$ cat src/hw/pivr_pkg.sv
// Operation
// - Watchdog register bits 14-8 hold interval vector.
// - Watchdog register bits 6-0 hold refresh vector.
// - Receive register bits 14-8 hold error vector.
// - Receive register bits 6-0 hold full vector.
// - Transmit register bits 14-8 hold empty vector.
// - Transmit register bits 6-0 hold end vector.
// - Timer register bits 14-8 hold capture vector.
// - Timer register bits 6-0 hold compare vector.
// - Overflow register bits 14-8; low byte reserved.
// - Reserved bits are read-only and read zero.
// - Fields are plain binary vectors 0 to 127.
// - Any reset clears every vector register.
// - Standby leaves vector registers unchanged.
// - Table entry is base plus four times vector.
// - Registers are 16-bit, software readable and writable.
// - Peripheral vectors come from register fields.
package pivr_pkg;

	////////////////////////////////////////////////////////////////////////
	// Widths and counts.
	localparam int unsigned PIVR_ADDR_W  = 4;
	localparam int unsigned PIVR_DATA_W  = 16;
	localparam int unsigned PIVR_VEC_W   = 7;
	localparam int unsigned PIVR_BASE_W  = 32;
	localparam int unsigned PIVR_NUM_REG = 5;
	localparam int unsigned PIVR_IDX_W   = 3;
	localparam int unsigned PIVR_VEC_SHIFT = 2;

	////////////////////////////////////////////////////////////////////////
	// Register offsets, byte addresses of 16-bit registers.
	localparam logic [PIVR_ADDR_W-1:0] PIVR_OFS_WDT    = 4'h0;
	localparam logic [PIVR_ADDR_W-1:0] PIVR_OFS_RX     = 4'h2;
	localparam logic [PIVR_ADDR_W-1:0] PIVR_OFS_TX     = 4'h4;
	localparam logic [PIVR_ADDR_W-1:0] PIVR_OFS_TMR_CC = 4'h6;
	localparam logic [PIVR_ADDR_W-1:0] PIVR_OFS_TMR_OV = 4'h8;

	// Register indices; the last one marks an unmapped address.
	localparam logic [PIVR_IDX_W-1:0] PIVR_IDX_WDT    = 3'h0;
	localparam logic [PIVR_IDX_W-1:0] PIVR_IDX_RX     = 3'h1;
	localparam logic [PIVR_IDX_W-1:0] PIVR_IDX_TX     = 3'h2;
	localparam logic [PIVR_IDX_W-1:0] PIVR_IDX_TMR_CC = 3'h3;
	localparam logic [PIVR_IDX_W-1:0] PIVR_IDX_TMR_OV = 3'h4;
	localparam logic [PIVR_IDX_W-1:0] PIVR_IDX_NONE   = 3'h5;

	////////////////////////////////////////////////////////////////////////
	// Field positions, reset value and writable-bit masks.
	localparam int unsigned PIVR_HI_MSB = 14;
	localparam int unsigned PIVR_HI_LSB = 8;
	localparam int unsigned PIVR_LO_MSB = 6;
	localparam int unsigned PIVR_LO_LSB = 0;
	localparam int unsigned PIVR_RSV_HI = 15;
	localparam int unsigned PIVR_RSV_LO = 7;
	localparam logic [PIVR_DATA_W-1:0] PIVR_RESET_VAL = 16'h0000;
	localparam logic [PIVR_DATA_W-1:0] PIVR_MASK_PAIR = 16'h7F7F;
	localparam logic [PIVR_DATA_W-1:0] PIVR_MASK_HI   = 16'h7F00;
	localparam logic [PIVR_DATA_W-1:0] PIVR_REG_MASK [PIVR_NUM_REG] = '{
		PIVR_MASK_PAIR, PIVR_MASK_PAIR, PIVR_MASK_PAIR, PIVR_MASK_PAIR, PIVR_MASK_HI
	};

	////////////////////////////////////////////////////////////////////////
	// Peripheral interrupt sources.
	typedef enum logic [3:0] {
		PIVR_SRC_INTERVAL,
		PIVR_SRC_REFRESH,
		PIVR_SRC_RX_ERROR,
		PIVR_SRC_RX_FULL,
		PIVR_SRC_TX_EMPTY,
		PIVR_SRC_TX_END,
		PIVR_SRC_CAPTURE,
		PIVR_SRC_COMPARE,
		PIVR_SRC_OVERFLOW
	} pivr_src_t;

	// All nine vector fields as held by the registers.
	typedef struct packed {
		logic [PIVR_VEC_W-1:0] watchdog_interval_vector;
		logic [PIVR_VEC_W-1:0] refresh_match_vector;
		logic [PIVR_VEC_W-1:0] serial_rx_error_vector;
		logic [PIVR_VEC_W-1:0] serial_rx_full_vector;
		logic [PIVR_VEC_W-1:0] serial_tx_empty_vector;
		logic [PIVR_VEC_W-1:0] serial_tx_end_vector;
		logic [PIVR_VEC_W-1:0] timer_capture_vector;
		logic [PIVR_VEC_W-1:0] timer_compare_vector;
		logic [PIVR_VEC_W-1:0] timer_overflow_vector_field;
	} pivr_vec_bank_t;

	// Vector answer handed to the core.
	typedef struct packed {
		logic                   valid;
		logic [PIVR_VEC_W-1:0]  num;
		logic [PIVR_BASE_W-1:0] addr;
	} pivr_vec_ans_t;

endpackage

$ cat src/hw/pivr_vec_reg.sv
`timescale 1ns/10ps
module pivr_vec_reg
	import pivr_pkg::*;
#(
	parameter logic [PIVR_DATA_W-1:0] WR_MASK = PIVR_MASK_PAIR
)
(
	// Clock and reset.
	input  wire logic                   core_clk_i,
	input  wire logic                   rst_i,
	// Write side and stored value.
	input  wire logic                   wr_en_i,
	input  wire logic [PIVR_DATA_W-1:0] wdata_i,
	output logic      [PIVR_DATA_W-1:0] q_o
);

	logic [PIVR_DATA_W-1:0] q_d;
	logic [PIVR_DATA_W-1:0] q_q;

	////////////////////////////////////////////////////////////////////////
	// Reserved bits are masked on write, so they can never read back as one
	// even if software ignores the write-zero convention.
	always_comb begin
		q_d = q_q;
		if (wr_en_i) begin
			q_d = wdata_i & WR_MASK;
		end
	end

	// Only the reset clears the register; standby has no path in here.
	always_ff @(posedge core_clk_i) begin
		if (rst_i) begin
			q_q <= PIVR_RESET_VAL;
		end else begin
			q_q <= q_d;
		end
	end

	assign q_o = q_q;

endmodule

$ cat src/hw/pivr_vec_lookup.sv
`timescale 1ns/10ps
module pivr_vec_lookup
	import pivr_pkg::*;
(
	// Field bank and selection.
	input  wire pivr_vec_bank_t         bank_i,
	input  wire pivr_src_t              src_i,
	input  wire logic [PIVR_BASE_W-1:0] base_i,
	// Selected vector and its table entry address.
	output logic      [PIVR_VEC_W-1:0]  num_o,
	output logic      [PIVR_BASE_W-1:0] addr_o
);

	////////////////////////////////////////////////////////////////////////
	// Each source reads its own programmed field, never a fixed number.
	always_comb begin
		case (src_i)
			PIVR_SRC_INTERVAL: num_o = bank_i.watchdog_interval_vector;
			PIVR_SRC_REFRESH:  num_o = bank_i.refresh_match_vector;
			PIVR_SRC_RX_ERROR: num_o = bank_i.serial_rx_error_vector;
			PIVR_SRC_RX_FULL:  num_o = bank_i.serial_rx_full_vector;
			PIVR_SRC_TX_EMPTY: num_o = bank_i.serial_tx_empty_vector;
			PIVR_SRC_TX_END:   num_o = bank_i.serial_tx_end_vector;
			PIVR_SRC_CAPTURE:  num_o = bank_i.timer_capture_vector;
			PIVR_SRC_COMPARE:  num_o = bank_i.timer_compare_vector;
			PIVR_SRC_OVERFLOW: num_o = bank_i.timer_overflow_vector_field;
			default:           num_o = '0;
		endcase
	end

	// The vector is plain binary, so scaling by four is a shift; the sum
	// wraps at the top of the address space like the core's adder.
	assign addr_o = base_i + (PIVR_BASE_W'(num_o) << PIVR_VEC_SHIFT);

endmodule

$ cat src/hw/pivr_top.sv
`timescale 1ns/10ps
module pivr_top
	import pivr_pkg::*;
(
	// Clock and reset.
	input  wire logic                   core_clk_i,
	input  wire logic                   rst_i,
	// Register port.
	input  wire logic [PIVR_ADDR_W-1:0] reg_addr_i,
	input  wire logic [PIVR_DATA_W-1:0] reg_wdata_i,
	input  wire logic                   reg_wr_i,
	input  wire logic                   reg_rd_i,
	output logic      [PIVR_DATA_W-1:0] reg_rdata_o,
	// Power state and arbitration winner.
	input  wire logic                   standby_i,
	input  wire logic                   win_valid_i,
	input  wire pivr_src_t              win_src_i,
	input  wire logic [PIVR_BASE_W-1:0] vector_base_i,
	// Vector fields and registered vector answer.
	output pivr_vec_bank_t              vec_bank_o,
	output logic                        vec_valid_o,
	output logic      [PIVR_VEC_W-1:0]  vec_num_o,
	output logic      [PIVR_BASE_W-1:0] vec_addr_o
);

	////////////////////////////////////////////////////////////////////////
	// Address decode, shared by the write and the read path.
	function automatic logic [PIVR_IDX_W-1:0] reg_index(
		input logic [PIVR_ADDR_W-1:0] addr
	);
		logic [PIVR_IDX_W-1:0] idx;
		idx = PIVR_IDX_NONE;
		if (addr == PIVR_OFS_WDT) begin
			idx = PIVR_IDX_WDT;
		end else if (addr == PIVR_OFS_RX) begin
			idx = PIVR_IDX_RX;
		end else if (addr == PIVR_OFS_TX) begin
			idx = PIVR_IDX_TX;
		end else if (addr == PIVR_OFS_TMR_CC) begin
			idx = PIVR_IDX_TMR_CC;
		end else if (addr == PIVR_OFS_TMR_OV) begin
			idx = PIVR_IDX_TMR_OV;
		end
		return idx;
	endfunction

	logic [PIVR_DATA_W-1:0] reg_q [PIVR_NUM_REG];
	logic [PIVR_NUM_REG-1:0] wr_sel;
	logic [PIVR_IDX_W-1:0]  wr_idx;
	logic [PIVR_IDX_W-1:0]  rd_idx;
	logic [PIVR_DATA_W-1:0] rdata_d;
	logic [PIVR_DATA_W-1:0] rdata_q;
	pivr_vec_bank_t         bank;
	pivr_vec_ans_t          ans_d;
	pivr_vec_ans_t          ans_q;
	logic [PIVR_VEC_W-1:0]  look_num;
	logic [PIVR_BASE_W-1:0] look_addr;

	assign wr_idx = reg_index(reg_addr_i);
	assign rd_idx = reg_index(reg_addr_i);

	////////////////////////////////////////////////////////////////////////
	// The five vector registers; a write to an unmapped address hits none.
	for (genvar g = 0; g < PIVR_NUM_REG; g++) begin : g_reg
		assign wr_sel[g] = reg_wr_i && (wr_idx == PIVR_IDX_W'(g));

		pivr_vec_reg #(
			.WR_MASK    (PIVR_REG_MASK[g])
		) u_reg (
			.core_clk_i (core_clk_i),
			.rst_i      (rst_i),
			.wr_en_i    (wr_sel[g]),
			.wdata_i    (reg_wdata_i),
			.q_o        (reg_q[g])
		);
	end

	////////////////////////////////////////////////////////////////////////
	// Field bank taken straight from the register flops.
	always_comb begin
		bank.watchdog_interval_vector    = reg_q[PIVR_IDX_WDT][PIVR_HI_MSB:PIVR_HI_LSB];
		bank.refresh_match_vector        = reg_q[PIVR_IDX_WDT][PIVR_LO_MSB:PIVR_LO_LSB];
		bank.serial_rx_error_vector      = reg_q[PIVR_IDX_RX][PIVR_HI_MSB:PIVR_HI_LSB];
		bank.serial_rx_full_vector       = reg_q[PIVR_IDX_RX][PIVR_LO_MSB:PIVR_LO_LSB];
		bank.serial_tx_empty_vector      = reg_q[PIVR_IDX_TX][PIVR_HI_MSB:PIVR_HI_LSB];
		bank.serial_tx_end_vector        = reg_q[PIVR_IDX_TX][PIVR_LO_MSB:PIVR_LO_LSB];
		bank.timer_capture_vector        = reg_q[PIVR_IDX_TMR_CC][PIVR_HI_MSB:PIVR_HI_LSB];
		bank.timer_compare_vector        = reg_q[PIVR_IDX_TMR_CC][PIVR_LO_MSB:PIVR_LO_LSB];
		bank.timer_overflow_vector_field = reg_q[PIVR_IDX_TMR_OV][PIVR_HI_MSB:PIVR_HI_LSB];
	end

	// The core can use the winner's field in the very cycle of its request.
	assign vec_bank_o = bank;

	////////////////////////////////////////////////////////////////////////
	// Read path: data stands one cycle after the strobe and reads zero
	// otherwise, which also serves as the answer to unmapped addresses.
	always_comb begin
		rdata_d = '0;
		if (reg_rd_i && (rd_idx != PIVR_IDX_NONE)) begin
			rdata_d = reg_q[rd_idx];
		end
	end

	always_ff @(posedge core_clk_i) begin
		if (rst_i) begin
			rdata_q <= '0;
		end else begin
			rdata_q <= rdata_d;
		end
	end

	assign reg_rdata_o = rdata_q;

	////////////////////////////////////////////////////////////////////////
	// Vector lookup for the winning source.
	pivr_vec_lookup u_lookup (
		.bank_i  (bank),
		.src_i   (win_src_i),
		.base_i  (vector_base_i),
		.num_o   (look_num),
		.addr_o  (look_addr)
	);

	// No answer is formed in standby because the peripherals are halted;
	// the registered copy costs a cycle but keeps the outputs glitch free.
	always_comb begin
		ans_d = '0;
		if (win_valid_i && !standby_i) begin
			ans_d.valid = 1'b1;
			ans_d.num   = look_num;
			ans_d.addr  = look_addr;
		end
	end

	always_ff @(posedge core_clk_i) begin
		if (rst_i) begin
			ans_q <= '0;
		end else begin
			ans_q <= ans_d;
		end
	end

	assign vec_valid_o = ans_q.valid;
	assign vec_num_o   = ans_q.num;
	assign vec_addr_o  = ans_q.addr;
endmodule

$ cat config.mk
export PLATFORM = sky130hd
export DESIGN_NAME = pivr_top
export DESIGN_NICKNAME = d
export VERILOG_FILES = /design/src/hw/pivr_pkg.sv /design/src/hw/pivr_vec_reg.sv /design/src/hw/pivr_vec_lookup.sv /design/src/hw/pivr_top.sv
export SDC_FILE = /design/constraint.sdc
export NUM_CORES = 1
export LEC_CHECK = 0
export ABC_CLOCK_PERIOD_IN_PS = 3300
export BUFFER_PORTS_ARGS = -buffer_cell sky130_fd_sc_hd__buf_2
export CORE_ASPECT_RATIO = 0.9
export CORE_MARGIN = 1
export CORE_UTILIZATION = 32
export CTS_BUF_LIST = sky130_fd_sc_hd__clkbuf_8
export CTS_CLUSTER_DIAMETER = 100
export DETAILED_ROUTE_END_ITERATION = 10
export PLACE_DENSITY = 0.69
export SETUP_SLACK_MARGIN = 0.02
export SKIP_CTS_REPAIR_TIMING = 1
export SYNTH_ARGS = -nofsm -noshare
export SYNTH_HDL_FRONTEND = slang
export SYNTH_SLANG_ARGS = --single-unit
$ cat constraint.sdc
create_clock -name core_clk_i -period 3.3 [get_ports core_clk_i]
set_clock_uncertainty 0.05 [all_clocks]
set_input_delay 0.165 -clock core_clk_i [delete_from_list [all_inputs] [get_ports core_clk_i]]
set_output_delay 0.165 -clock core_clk_i [all_outputs]
set_load 0.005 [all_outputs]
---- Yosys cells after proc, flatten, opt, wreduce, memory -nomap -nowiden ----
Cells that the tools add are included.
word-level totals
  bits of input ports ..................... 62
  logic and storage cells ................. 54
  output and inout bits ................... 119
  register bits ........................... 119
operators by class
  order comparisons ....................... 1
  bitwise logic cells ..................... 3
  eq/ne operators ......................... 17
  $add $sub $neg .......................... 1
  reductions and logical operators ........ 13
  muxes and demuxes ....................... 10
operators with widths
  kind                                                             number
  7-bit case mux with 9 select lines                               1
  16-bit binary-select mux with 3-bit select                       1
  40-bit two-way mux                                               1
  32-bit by 9-bit adder with 32-bit output                         1
  16-bit two-way mux                                               2
  4-bit by 3-bit == test with 1-bit output, second input constant  6
  4-bit by 2-bit == test with 1-bit output, second input constant  3
  3-bit two-way mux                                                4
  4-bit == test, second input constant                             2
  4-bit logical NOT                                                2
  1-bit logical AND                                                7
  3-bit by 2-bit == test with 1-bit output, second input constant  2
  4-bit by 1-bit == test with 1-bit output, second input constant  1
  4-bit >= comparator, second input constant                       1
  3-bit NOT with 4-bit output                                      1
  2-bit OR reduction                                               2
  3-bit by 1-bit == test with 1-bit output, second input constant  1
  3-bit == test, second input constant                             1
  3-bit logical NOT                                                1
  3-bit != test, second input constant                             1
  1-bit NOT                                                        2
  1-bit logical NOT                                                1
  1-bit two-way mux                                                1

---- Depth between registers and ports, before layout ----
Gate-level depths: netlist of the first run.
  depth in word-level cells ............... 10
  mapped depth ............................ 13
  depth with buffers taken out ............ 10

---- By module ----
A second synthesis of the first run with hierarchy kept.
unflattened totals
  cells, all modules ...................... 605
  area, all modules ....................... 6063.3 um^2
modules (own cells, without submodules)
  module                              instances  cells an instance  seq. area each (um^2)  area an instance (um^2)
  pivr_top                            1          207                1121.1                 2317.2
  pivr_vec_reg at g_reg[0].u_reg ...  4          48                 280.3                  526.8
  pivr_vec_lookup                     1          174                0.0                    1320.0
  pivr_vec_reg at g_reg[4].u_reg      1          32                 140.1                  319.1

---- Worst setup path after synthesis of the first run ----
OpenSTA, ideal clock, no wires.
  path type ............................... input -> register
  start ................................... input port win_src_i[1]
  end ..................................... register ans_q (netlist bit vec_addr_o[24])
  slack ................................... 0.179 ns
  stages .................................. 12
  path buffers ............................ 2
  library setup time ...................... 0.130 ns
  required time ........................... 3.120 ns
  arrival time ............................ 2.940 ns
  path through ............................ buf_2 mux4_2 nor2b_1 a211oi_1 nor3_1 ha_1 fa_1 a211o_1 a21oi_2 buf_2 nor4b_1 mux2i_1
between the ends
  longest elaborated chain between the ends .. 3
  elaborated cells on any way between the ends .. 11
  classes of those cells .................. add/sub (1); eq/ne (8); mux (1); reduce/logical (1)
RTL lines
  what                                          RTL line               text
  from (decl)                                   pivr_top.sv:17         input wire pivr_src_t win_src_i,
  4-bit == test (tied with other cells)         pivr_vec_lookup.sv:17  case (src_i)
  7-bit case mux with 9 select lines (*)        pivr_vec_lookup.sv:17
  named net look_num[0]                         pivr_top.sv:56         logic [PIVR_VEC_W-1:0] look_num;
  32-bit by 9-bit adder with 32-bit output (*)  pivr_vec_lookup.sv:33  assign addr_o = base_i + (PIVR_BASE_W'(num_o) << PIVR_VEC_SHIFT);
  to (signal assigned)                          pivr_top.sv:140        ans_q <= ans_d;
  to (decl)                                     pivr_top.sv:55         pivr_vec_ans_t ans_q;
The timed path passes the listed nets; every way through them passes the cells marked *.
A chain may end at the register's enable or synchronous reset.

---- Final worst setup path of the first run ----
  start ................................... register g_reg[3].u_reg.q_q[13]
  end ..................................... register ans_q (netlist bit vec_addr_o[26])
between the ends
  longest elaborated chain between the ends .. 2
RTL lines
  what                                      RTL line               text
  from (decl)                               pivr_vec_reg.sv:18     logic [PIVR_DATA_W-1:0] q_q;
  from (signal assigned)                    pivr_vec_reg.sv:35     q_q <= q_d;
  7-bit case mux with 9 select lines        pivr_vec_lookup.sv:17
  named net look_num[5]                     pivr_top.sv:56
  32-bit by 9-bit adder with 32-bit output  pivr_vec_lookup.sv:33
The timed path passes the listed nets, and every way through them passes these cells.

==> impl_summary.log, run 1 <==
[metrics] global-route wire length before repair: 27.8 mm
[metrics] number of placement rows: 45
[metrics] clock tree root buffer cell: clkbuf_8
[metrics] number of vias per cell: 5.20
[metrics] Fmax: 319 MHz
[metrics] H-tree level count: 4
[metrics] number of antenna violations at the first check in global routing: 0
[metrics] proportion of layout cells with a drive suffix above 1: 32.9%
[metrics] CP Class: register to register
[metrics] worst-case headroom to the max-slew limit: 32.3%
[metrics] global placement routability congestion: 0.837
[metrics] antenna viol nets, final: 0
[metrics] proportion of power drawn by flip-flops and latches: 44.7%
[metrics] clock transition at the registers of the reported paths: 0.08 ns
[metrics] Clk pwr share: 43.8%
[metrics] Setup crit end kind: register
[metrics] mean area per synthesized cell: 9.35 um^2
[metrics] Slew @ Worst Pin: 1.02 ns
[metrics] CP max FO: 19
[metrics] final period demand of the worst path: 3.13 ns
[metrics] global-route usage over all layers: 20.1%
[metrics] final HPWL from detailed placement: 12.8 mm
[metrics] unrepaired setup endpoints after global routing: yes
[metrics] async set-or-reset flop fraction in the synthesized netlist: 0%
[metrics] Post-synth EDFFs: 0
[metrics] share of total power in combinational logic: 11.5%
[metrics] worst hold path type: input pin to register
[metrics] Worst Hold Margin: -0.0127 ns
[metrics] leakage dissipation: 3.43 nW
[metrics] cell internal pwr: 0.00238 W
[metrics] pins over their slew limit: 0
[metrics] post-layout total power: 0.00324 W
[metrics] Synth Warn #: 0
[metrics] switch share: 26.6%
[metrics] count of boundary I/O pins: 181
[metrics] Setup Viol. Count Final: 0
[metrics] first-iteration detailed-routing DRC count: 425
[metrics] worst skew pair latency: 0.45 ns
[metrics] Nets: 894
[metrics] maximum vdd drop: 0.331 mV
[metrics] Chip Height: 128 um
[metrics] register bit count reported by yosys: 117
[metrics] gate count after technology mapping: 600
[metrics] sequential-to-total area share from yosys stat: 41.7%
[metrics] Cell variety after synth: 57
[metrics] via count of the first global-routing pass: 4942
[metrics] post-route cell area: 7700 um^2
[metrics] clock sink count: 117
[metrics] type of origin of the critical path: register
[metrics] count of vias placed by the detailed router: 5577
[metrics] wire length per cell: 17.2 um
[metrics] endpoint arrival time on the critical path: 3.44 ns
[metrics] CTS buffer count: 17
[metrics] cell taking the most area after synthesis: dfxtp_1
[metrics] Cell Pwr Density: 421 nW/um^2
[metrics] violations in the final reports: negative hold slack
[metrics] effective utilization at floorplan: 33.0%
[metrics] drt first pass iters: 6
[metrics] cell with the most instances after synthesis: dfxtp_1
[metrics] final global-route overflow total: 0
[metrics] pin count of the biggest net entering global routing: 40
[metrics] clock tree from TritonCTS: yes
[metrics] DRC violations left: 0
[metrics] Required @ worst endpoint: 3.60 ns
[metrics] crit share post-route: 94.9%
[metrics] cell area after synthesis: 5610 um^2
[metrics] maximum root-to-sink buffer count: 2
[metrics] area of the core region: 17000 um^2
[metrics] fraction of post-synthesis cell area in the top cell type by area: 41.7%
[metrics] Max-cap violations: 0
[metrics] count of endpoints failing hold in the final timing report: 1
[metrics] horizontal extent of the die: 142 um
[metrics] Area growth, synth to finish: 37.3%
[metrics] power dissipated by switching net loads: 0.000863 W
[metrics] post-detailed-routing wire length: 18.4 mm
[metrics] ranking of synthesized cells by instance count: dfxtp_1 (117), nor2_1 (71), mux2i_1 (63), nand2_1 (55), a21oi_1 (37)
[metrics] die outline area: 18100 um^2
[metrics] top cells by area, synth: dfxtp_1 (42%), mux2i_1 (11%), nor2_1 (4.8%)
[metrics] Top FF cell, synth: dfxtp_1
[metrics] port bufs: 176
[metrics] standard cell area after detailed placement: 6890 um^2
[metrics] ANT cells: 0
[metrics] status: finished, violations left
## critical path, cell delays in order, from the launching register on
cell      delay, ns
dfxtp_1        0.35
mux4_2         0.46
nor2b_1        0.14
a211oi_1       0.34
nor3_1         0.13
ha_1           0.43
o211a_1        0.24
a21oi_2        0.09
buf_12         0.15
or4_1          0.49
a21oi_1        0.16
## power by group through the flow
stage | clock [W] | combinational, W | sequential [W]
floorplan | 0 | 0.000172 | 0.00148
global placement | 0 | 0.000327 | 0.00148
detailed placement | 0 | 0.000331 | 0.00148
CTS | 0.00145 | 0.000332 | 0.00145
global route | 0.00152 | 0.000404 | 0.00145
finish | 0.00142 | 0.000372 | 0.00145
## cell families (layout without fill, tap and decap cells)
family / count (synthesis) / after routing / synth area share, %
xor+xnor: 5 / 5 / 0.781
buf+inv: 47 / 283 / 4.08
compound gates: 114 / 114 / 14.2
mux: 85 / 85 / 16.5
flops: 117 / 117 / 41.7
simple gates: 223 / 223 / 20.7
other cells: 1 / 2 / 0.0668
fa+ha+maj: 8 / 8 / 1.92
## placed cells by master, fill, tap and decap left out, types with 3 or more instances in the layout
master,count
mux2i_1,63
a222oi_1,14
and3_1,4
or4_1,13
mux4_2,4
o21a_1,3
clkbuf_8,18
dlygate4sd3_1,37
buf_2,176
nor2_1,71
nor2b_1,6
and2_1,6
nor3_1,7
inv_6,5
o31ai_1,13
mux2_2,18
nand3_1,13
inv_1,5
nand4_1,5
o211a_1,3
xnor2_1,3
and4_1,5
o211ai_1,3
buf_4,29
o21ai_0,11
nand2_1,55
dfxtp_1,117
bufinv_16,3
nand2b_1,12
a21oi_1,37
buf_12,5
nor4_1,5
nand3b_1,9
a211oi_1,8
ha_1,6
## per-layer routing
layer | vias up | global-route usage [%] | share of wire (%)
li1 | 2654 | - | -
met1 | 2643 | 27.0 | 45
met2 | 267 | 31.1 | 45
met3 | 13 | 6.11 | 8.9
met4 | 0 | 5.57 | 0.92
met5 | - | 0 | 0
## area by class of cell
cell class | count | area, um^2
clock buffers | 18 | 248
clock inverters | 14 | 171
fillers | 1674 | 9300
inverters | 4 | 15.0
multi-input cells | 437 | 3060
flip-flops and latches | 117 | 2340
well taps | 235 | 294
repair buffers | 247 | 1570
## worst paths after layout
path / start / endpoint / slack, ns / cells after the start
setup / recovery: g_reg[3].u_reg.q_o[13] / vec_addr_o[26] / 0.17 / 10
hold / removal: vector_base_i[9] / vec_addr_o[9] / -0.01 / 3
setup reg to reg: g_reg[3].u_reg.q_o[13] / vec_addr_o[26] / 0.17 / 10
hold reg to reg: g_reg[0].u_reg.q_o[9] / g_reg[0].u_reg.q_o[9] / 0.44 / 2
## through the flow
step | std cells | utilization [%] | setup slack (ns) | setup TNS [ns]
after detailed placement | 1003 | 40.5 | -0.0580 | -0.384
after CTS | 1035 | 43.0 | -0.0174 | -0.0174
final | 1072 | 45.3 | 0.167 | 0
after global placement | 1003 | 40.5 | -0.0583 | -0.486
after global routing | 1072 | 45.3 | 0.00249 | 0
after floorplan | 601 | - | 0.179 | 0
## registers in the layout, indices dropped and copies added (netlist names)
name and flops:
g.u_reg.q_o 63, vec_valid_o 1, reg_rdata_o 14, vec_num_o 7, vec_addr_o 32
Power figures use the tool's default switching activity.
==> run 2, diff against run 1 <==
--- a/config.mk
+++ b/config.mk
@@ -14,6 +14,7 @@
 export CTS_CLUSTER_DIAMETER = 100
 export DETAILED_ROUTE_END_ITERATION = 10
 export PLACE_DENSITY = 0.69
+export REMOVE_ABC_BUFFERS = 1
 export SETUP_SLACK_MARGIN = 0.02
 export SKIP_CTS_REPAIR_TIMING = 1
 export SYNTH_ARGS = -nofsm -noshare
==> run 2 against run 1 <==
The run still ends with negative hold slack left; sequential share of layout area rose by 0.39 points; via count down 0.72%; cell count rose by 0.28%; fmax rose by 0.43%; global-route usage fell by 1.0 points; first-iteration DRC count is 29% lower; critical path depth increased by 2; worst hold slack gained 0.0058 ns; register-to-register slack is essentially flat; count of clock-buffer cells in the layout did not move; cell area is 1.3% lower; non-clock buffer count increased by 3; critical path type unchanged; critical endpoint is now vec_addr_o[11]; largest power group unchanged.
==> impl_summary.log, run 2 (synthesis gave the netlist of run 1 again) <==
[metrics] Slew @ Worst Pin: 1.05 ns
[metrics] area of the core region: 17000 um^2
[metrics] Setup crit end kind: register
[metrics] most common cell after layout, fill and taps aside: buf_2
[metrics] effective utilization at floorplan: 33.0%
[metrics] CTS buffer count: 17
[metrics] Cell Pwr Density: 399 nW/um^2
[metrics] number of antenna violations at the first check in global routing: 0
[metrics] count of endpoints failing hold in the final timing report: 1
[metrics] maximum root-to-sink buffer count: 2
[metrics] flip-flop count of the largest register, all copies and words added: 63
[metrics] final HPWL from detailed placement: 12.4 mm
[metrics] Worst Hold Margin: -0.00690 ns
[metrics] count of vias placed by the detailed router: 5537
[metrics] CP Class: register to register
[metrics] number of placement rows: 45
[metrics] Required @ worst endpoint: 3.58 ns
[metrics] drt first pass iters: 5
[metrics] hold path depth: 3
[metrics] violations in the final reports: negative hold slack
[metrics] antenna viol nets, final: 0
[metrics] H-tree level count: 4
[metrics] Chip Height: 128 um
[metrics] leakage dissipation: 3.40 nW
[metrics] die outline area: 18100 um^2
[metrics] proportion of power drawn by flip-flops and latches: 47.6%
[metrics] post-placement cell count: 1006
[metrics] DRC violations left: 0
[metrics] ANT cells: 0
[metrics] total negative setup slack: 0 ns
[metrics] proportion of layout cells with a drive suffix above 1: 32.5%
[metrics] Reg2Reg Depth: 12
[metrics] Setup Viol. Count Final: 0
[metrics] clock transition at the registers of the reported paths: 0.07 ns
[metrics] worst skew pair latency: 0.44 ns
[metrics] type of origin of the critical path: register
[metrics] via count of the first global-routing pass: 4817
[metrics] wire length per cell: 16.3 um
[metrics] combined area of the multi-input logic cells: 3050 um^2
[metrics] share of total power in combinational logic: 11.8%
[metrics] worst hold path type: input pin to register
[metrics] register area: 2340 um^2
[metrics] clock tree from TritonCTS: yes
[metrics] filler cell count: 1668
[metrics] Area growth, synth to finish: 35.6%
[metrics] horizontal extent of the die: 142 um
[metrics] cell internal pwr: 0.00220 W
[metrics] CP max FO: 15
[metrics] endpoint arrival time on the critical path: 3.40 ns
[metrics] switch share: 27.5%
[metrics] unrepaired setup endpoints after global routing: no
[metrics] count of boundary I/O pins: 181
[metrics] Max-cap violations: 0
[metrics] Fmax: 321 MHz
[metrics] clock sink count: 117
[metrics] Clk pwr share: 40.6%
[metrics] status: finished, violations left
[metrics] global-route usage over all layers: 19.1%
[metrics] pin count of the biggest net entering global routing: 42
[metrics] global placement routability congestion: 0.835
[metrics] clock tree root buffer cell: clkbuf_8
[metrics] worst-case headroom to the max-slew limit: 30.2%
[metrics] port bufs: 176
[metrics] crit share post-route: 94.5%
[metrics] power dissipated by switching net loads: 0.000834 W
[metrics] final core utilization: 44.7%
[metrics] global-route wire length before repair: 26.5 mm
[metrics] Post-Layout Cell Count: 1075
[metrics] pins over their slew limit: 0
[metrics] post-detailed-routing wire length: 17.6 mm
[metrics] maximum vdd drop: 0.287 mV
[metrics] most used cells in the layout excluding fill and tap cells: buf_2 (176), dfxtp_1 (117), nor2_1 (71)
[metrics] Nets: 897
[metrics] final global-route overflow total: 0
[metrics] first-iteration detailed-routing DRC count: 302
[metrics] final period demand of the worst path: 3.12 ns
[metrics] number of vias per cell: 5.15
run 2: changes by cell type in the layout (fill, tap and decap cells not counted), moves of 2 or more:
cell / before / now
a2111oi_1: 0 / 2
buf_12: 5 / 1
buf_4: 29 / 36
bufinv_16: 3 / 1
inv_1: 5 / 7
inv_6: 5 / 2
run 2: final timing paths:
kind / from / endpoint / slack (ns)
worst max-delay path: g_reg[1].u_reg.q_o[8] / vec_addr_o[11] / 0.18
worst min-delay path: vector_base_i[20] / vec_addr_o[20] / -0.007
worst max register to register: g_reg[1].u_reg.q_o[8] / vec_addr_o[11] / 0.18
worst min register to register: g_reg[0].u_reg.q_o[14] / g_reg[0].u_reg.q_o[14] / 0.44
run 2: critical path, cell delays in order (launching register included):
cell	delay, ns
dfxtp_1	0.34
mux4_2	0.44
nor2b_1	0.14
a211oi_1	0.24
buf_4	0.17
nor3_1	0.05
ha_1	0.21
buf_4	0.14
a211oi_1	0.31
o211a_1	0.49
buf_4	0.21
nor3_1	0.04
o21a_1	0.17
run 2: metal layers:
| layer | routed length [um] | GRT usage (%) | up-vias |
|---|---|---|---|
| met2 | 8000 | 29.9 | 222 |
| met5 | 0 | 0 | - |
| met4 | 187 | 5.31 | 0 |
| li1 | - | - | 2657 |
| met1 | 7850 | 25.1 | 2639 |
| met3 | 1510 | 6.30 | 19 |
run 2: final cells by class:
type                            instances  share of cell area [%]
Clock inverter                         14                    1.50
Sequential cell                       117                    30.8
Clock buffer                           18                    3.26
Inverter                                4                   0.197
Tap cell                              235                    3.87
Multi-Input combinational cell        437                    40.1
Timing Repair Buffer                  250                    20.3
run 2: through the flow:
stage          total power, W  setup WS, ns  hold slack, ns  instance area (um^2)
2_1_floorplan         0.00161         0.243           0.184                  5400
3_3_place_gp          0.00180       0.00184           0.315                  6870
3_5_place_dp          0.00180      -0.00298           0.320                  6870
4_1_cts               0.00303        0.0548          -0.148                  7230
5_1_grt               0.00318        0.0281        0.000561                  7610
6_report              0.00304         0.180        -0.00690                  7610
run 2: power groups by stage:
stage	sequential, W	combinational [W]	clock (W)
2_1_floorplan	0.00148	0.000135	0
3_3_place_gp	0.00148	0.000317	0
3_5_place_dp	0.00148	0.000322	0
4_1_cts	0.00145	0.000323	0.00127
5_1_grt	0.00145	0.000393	0.00134
6_report	0.00145	0.000360	0.00123
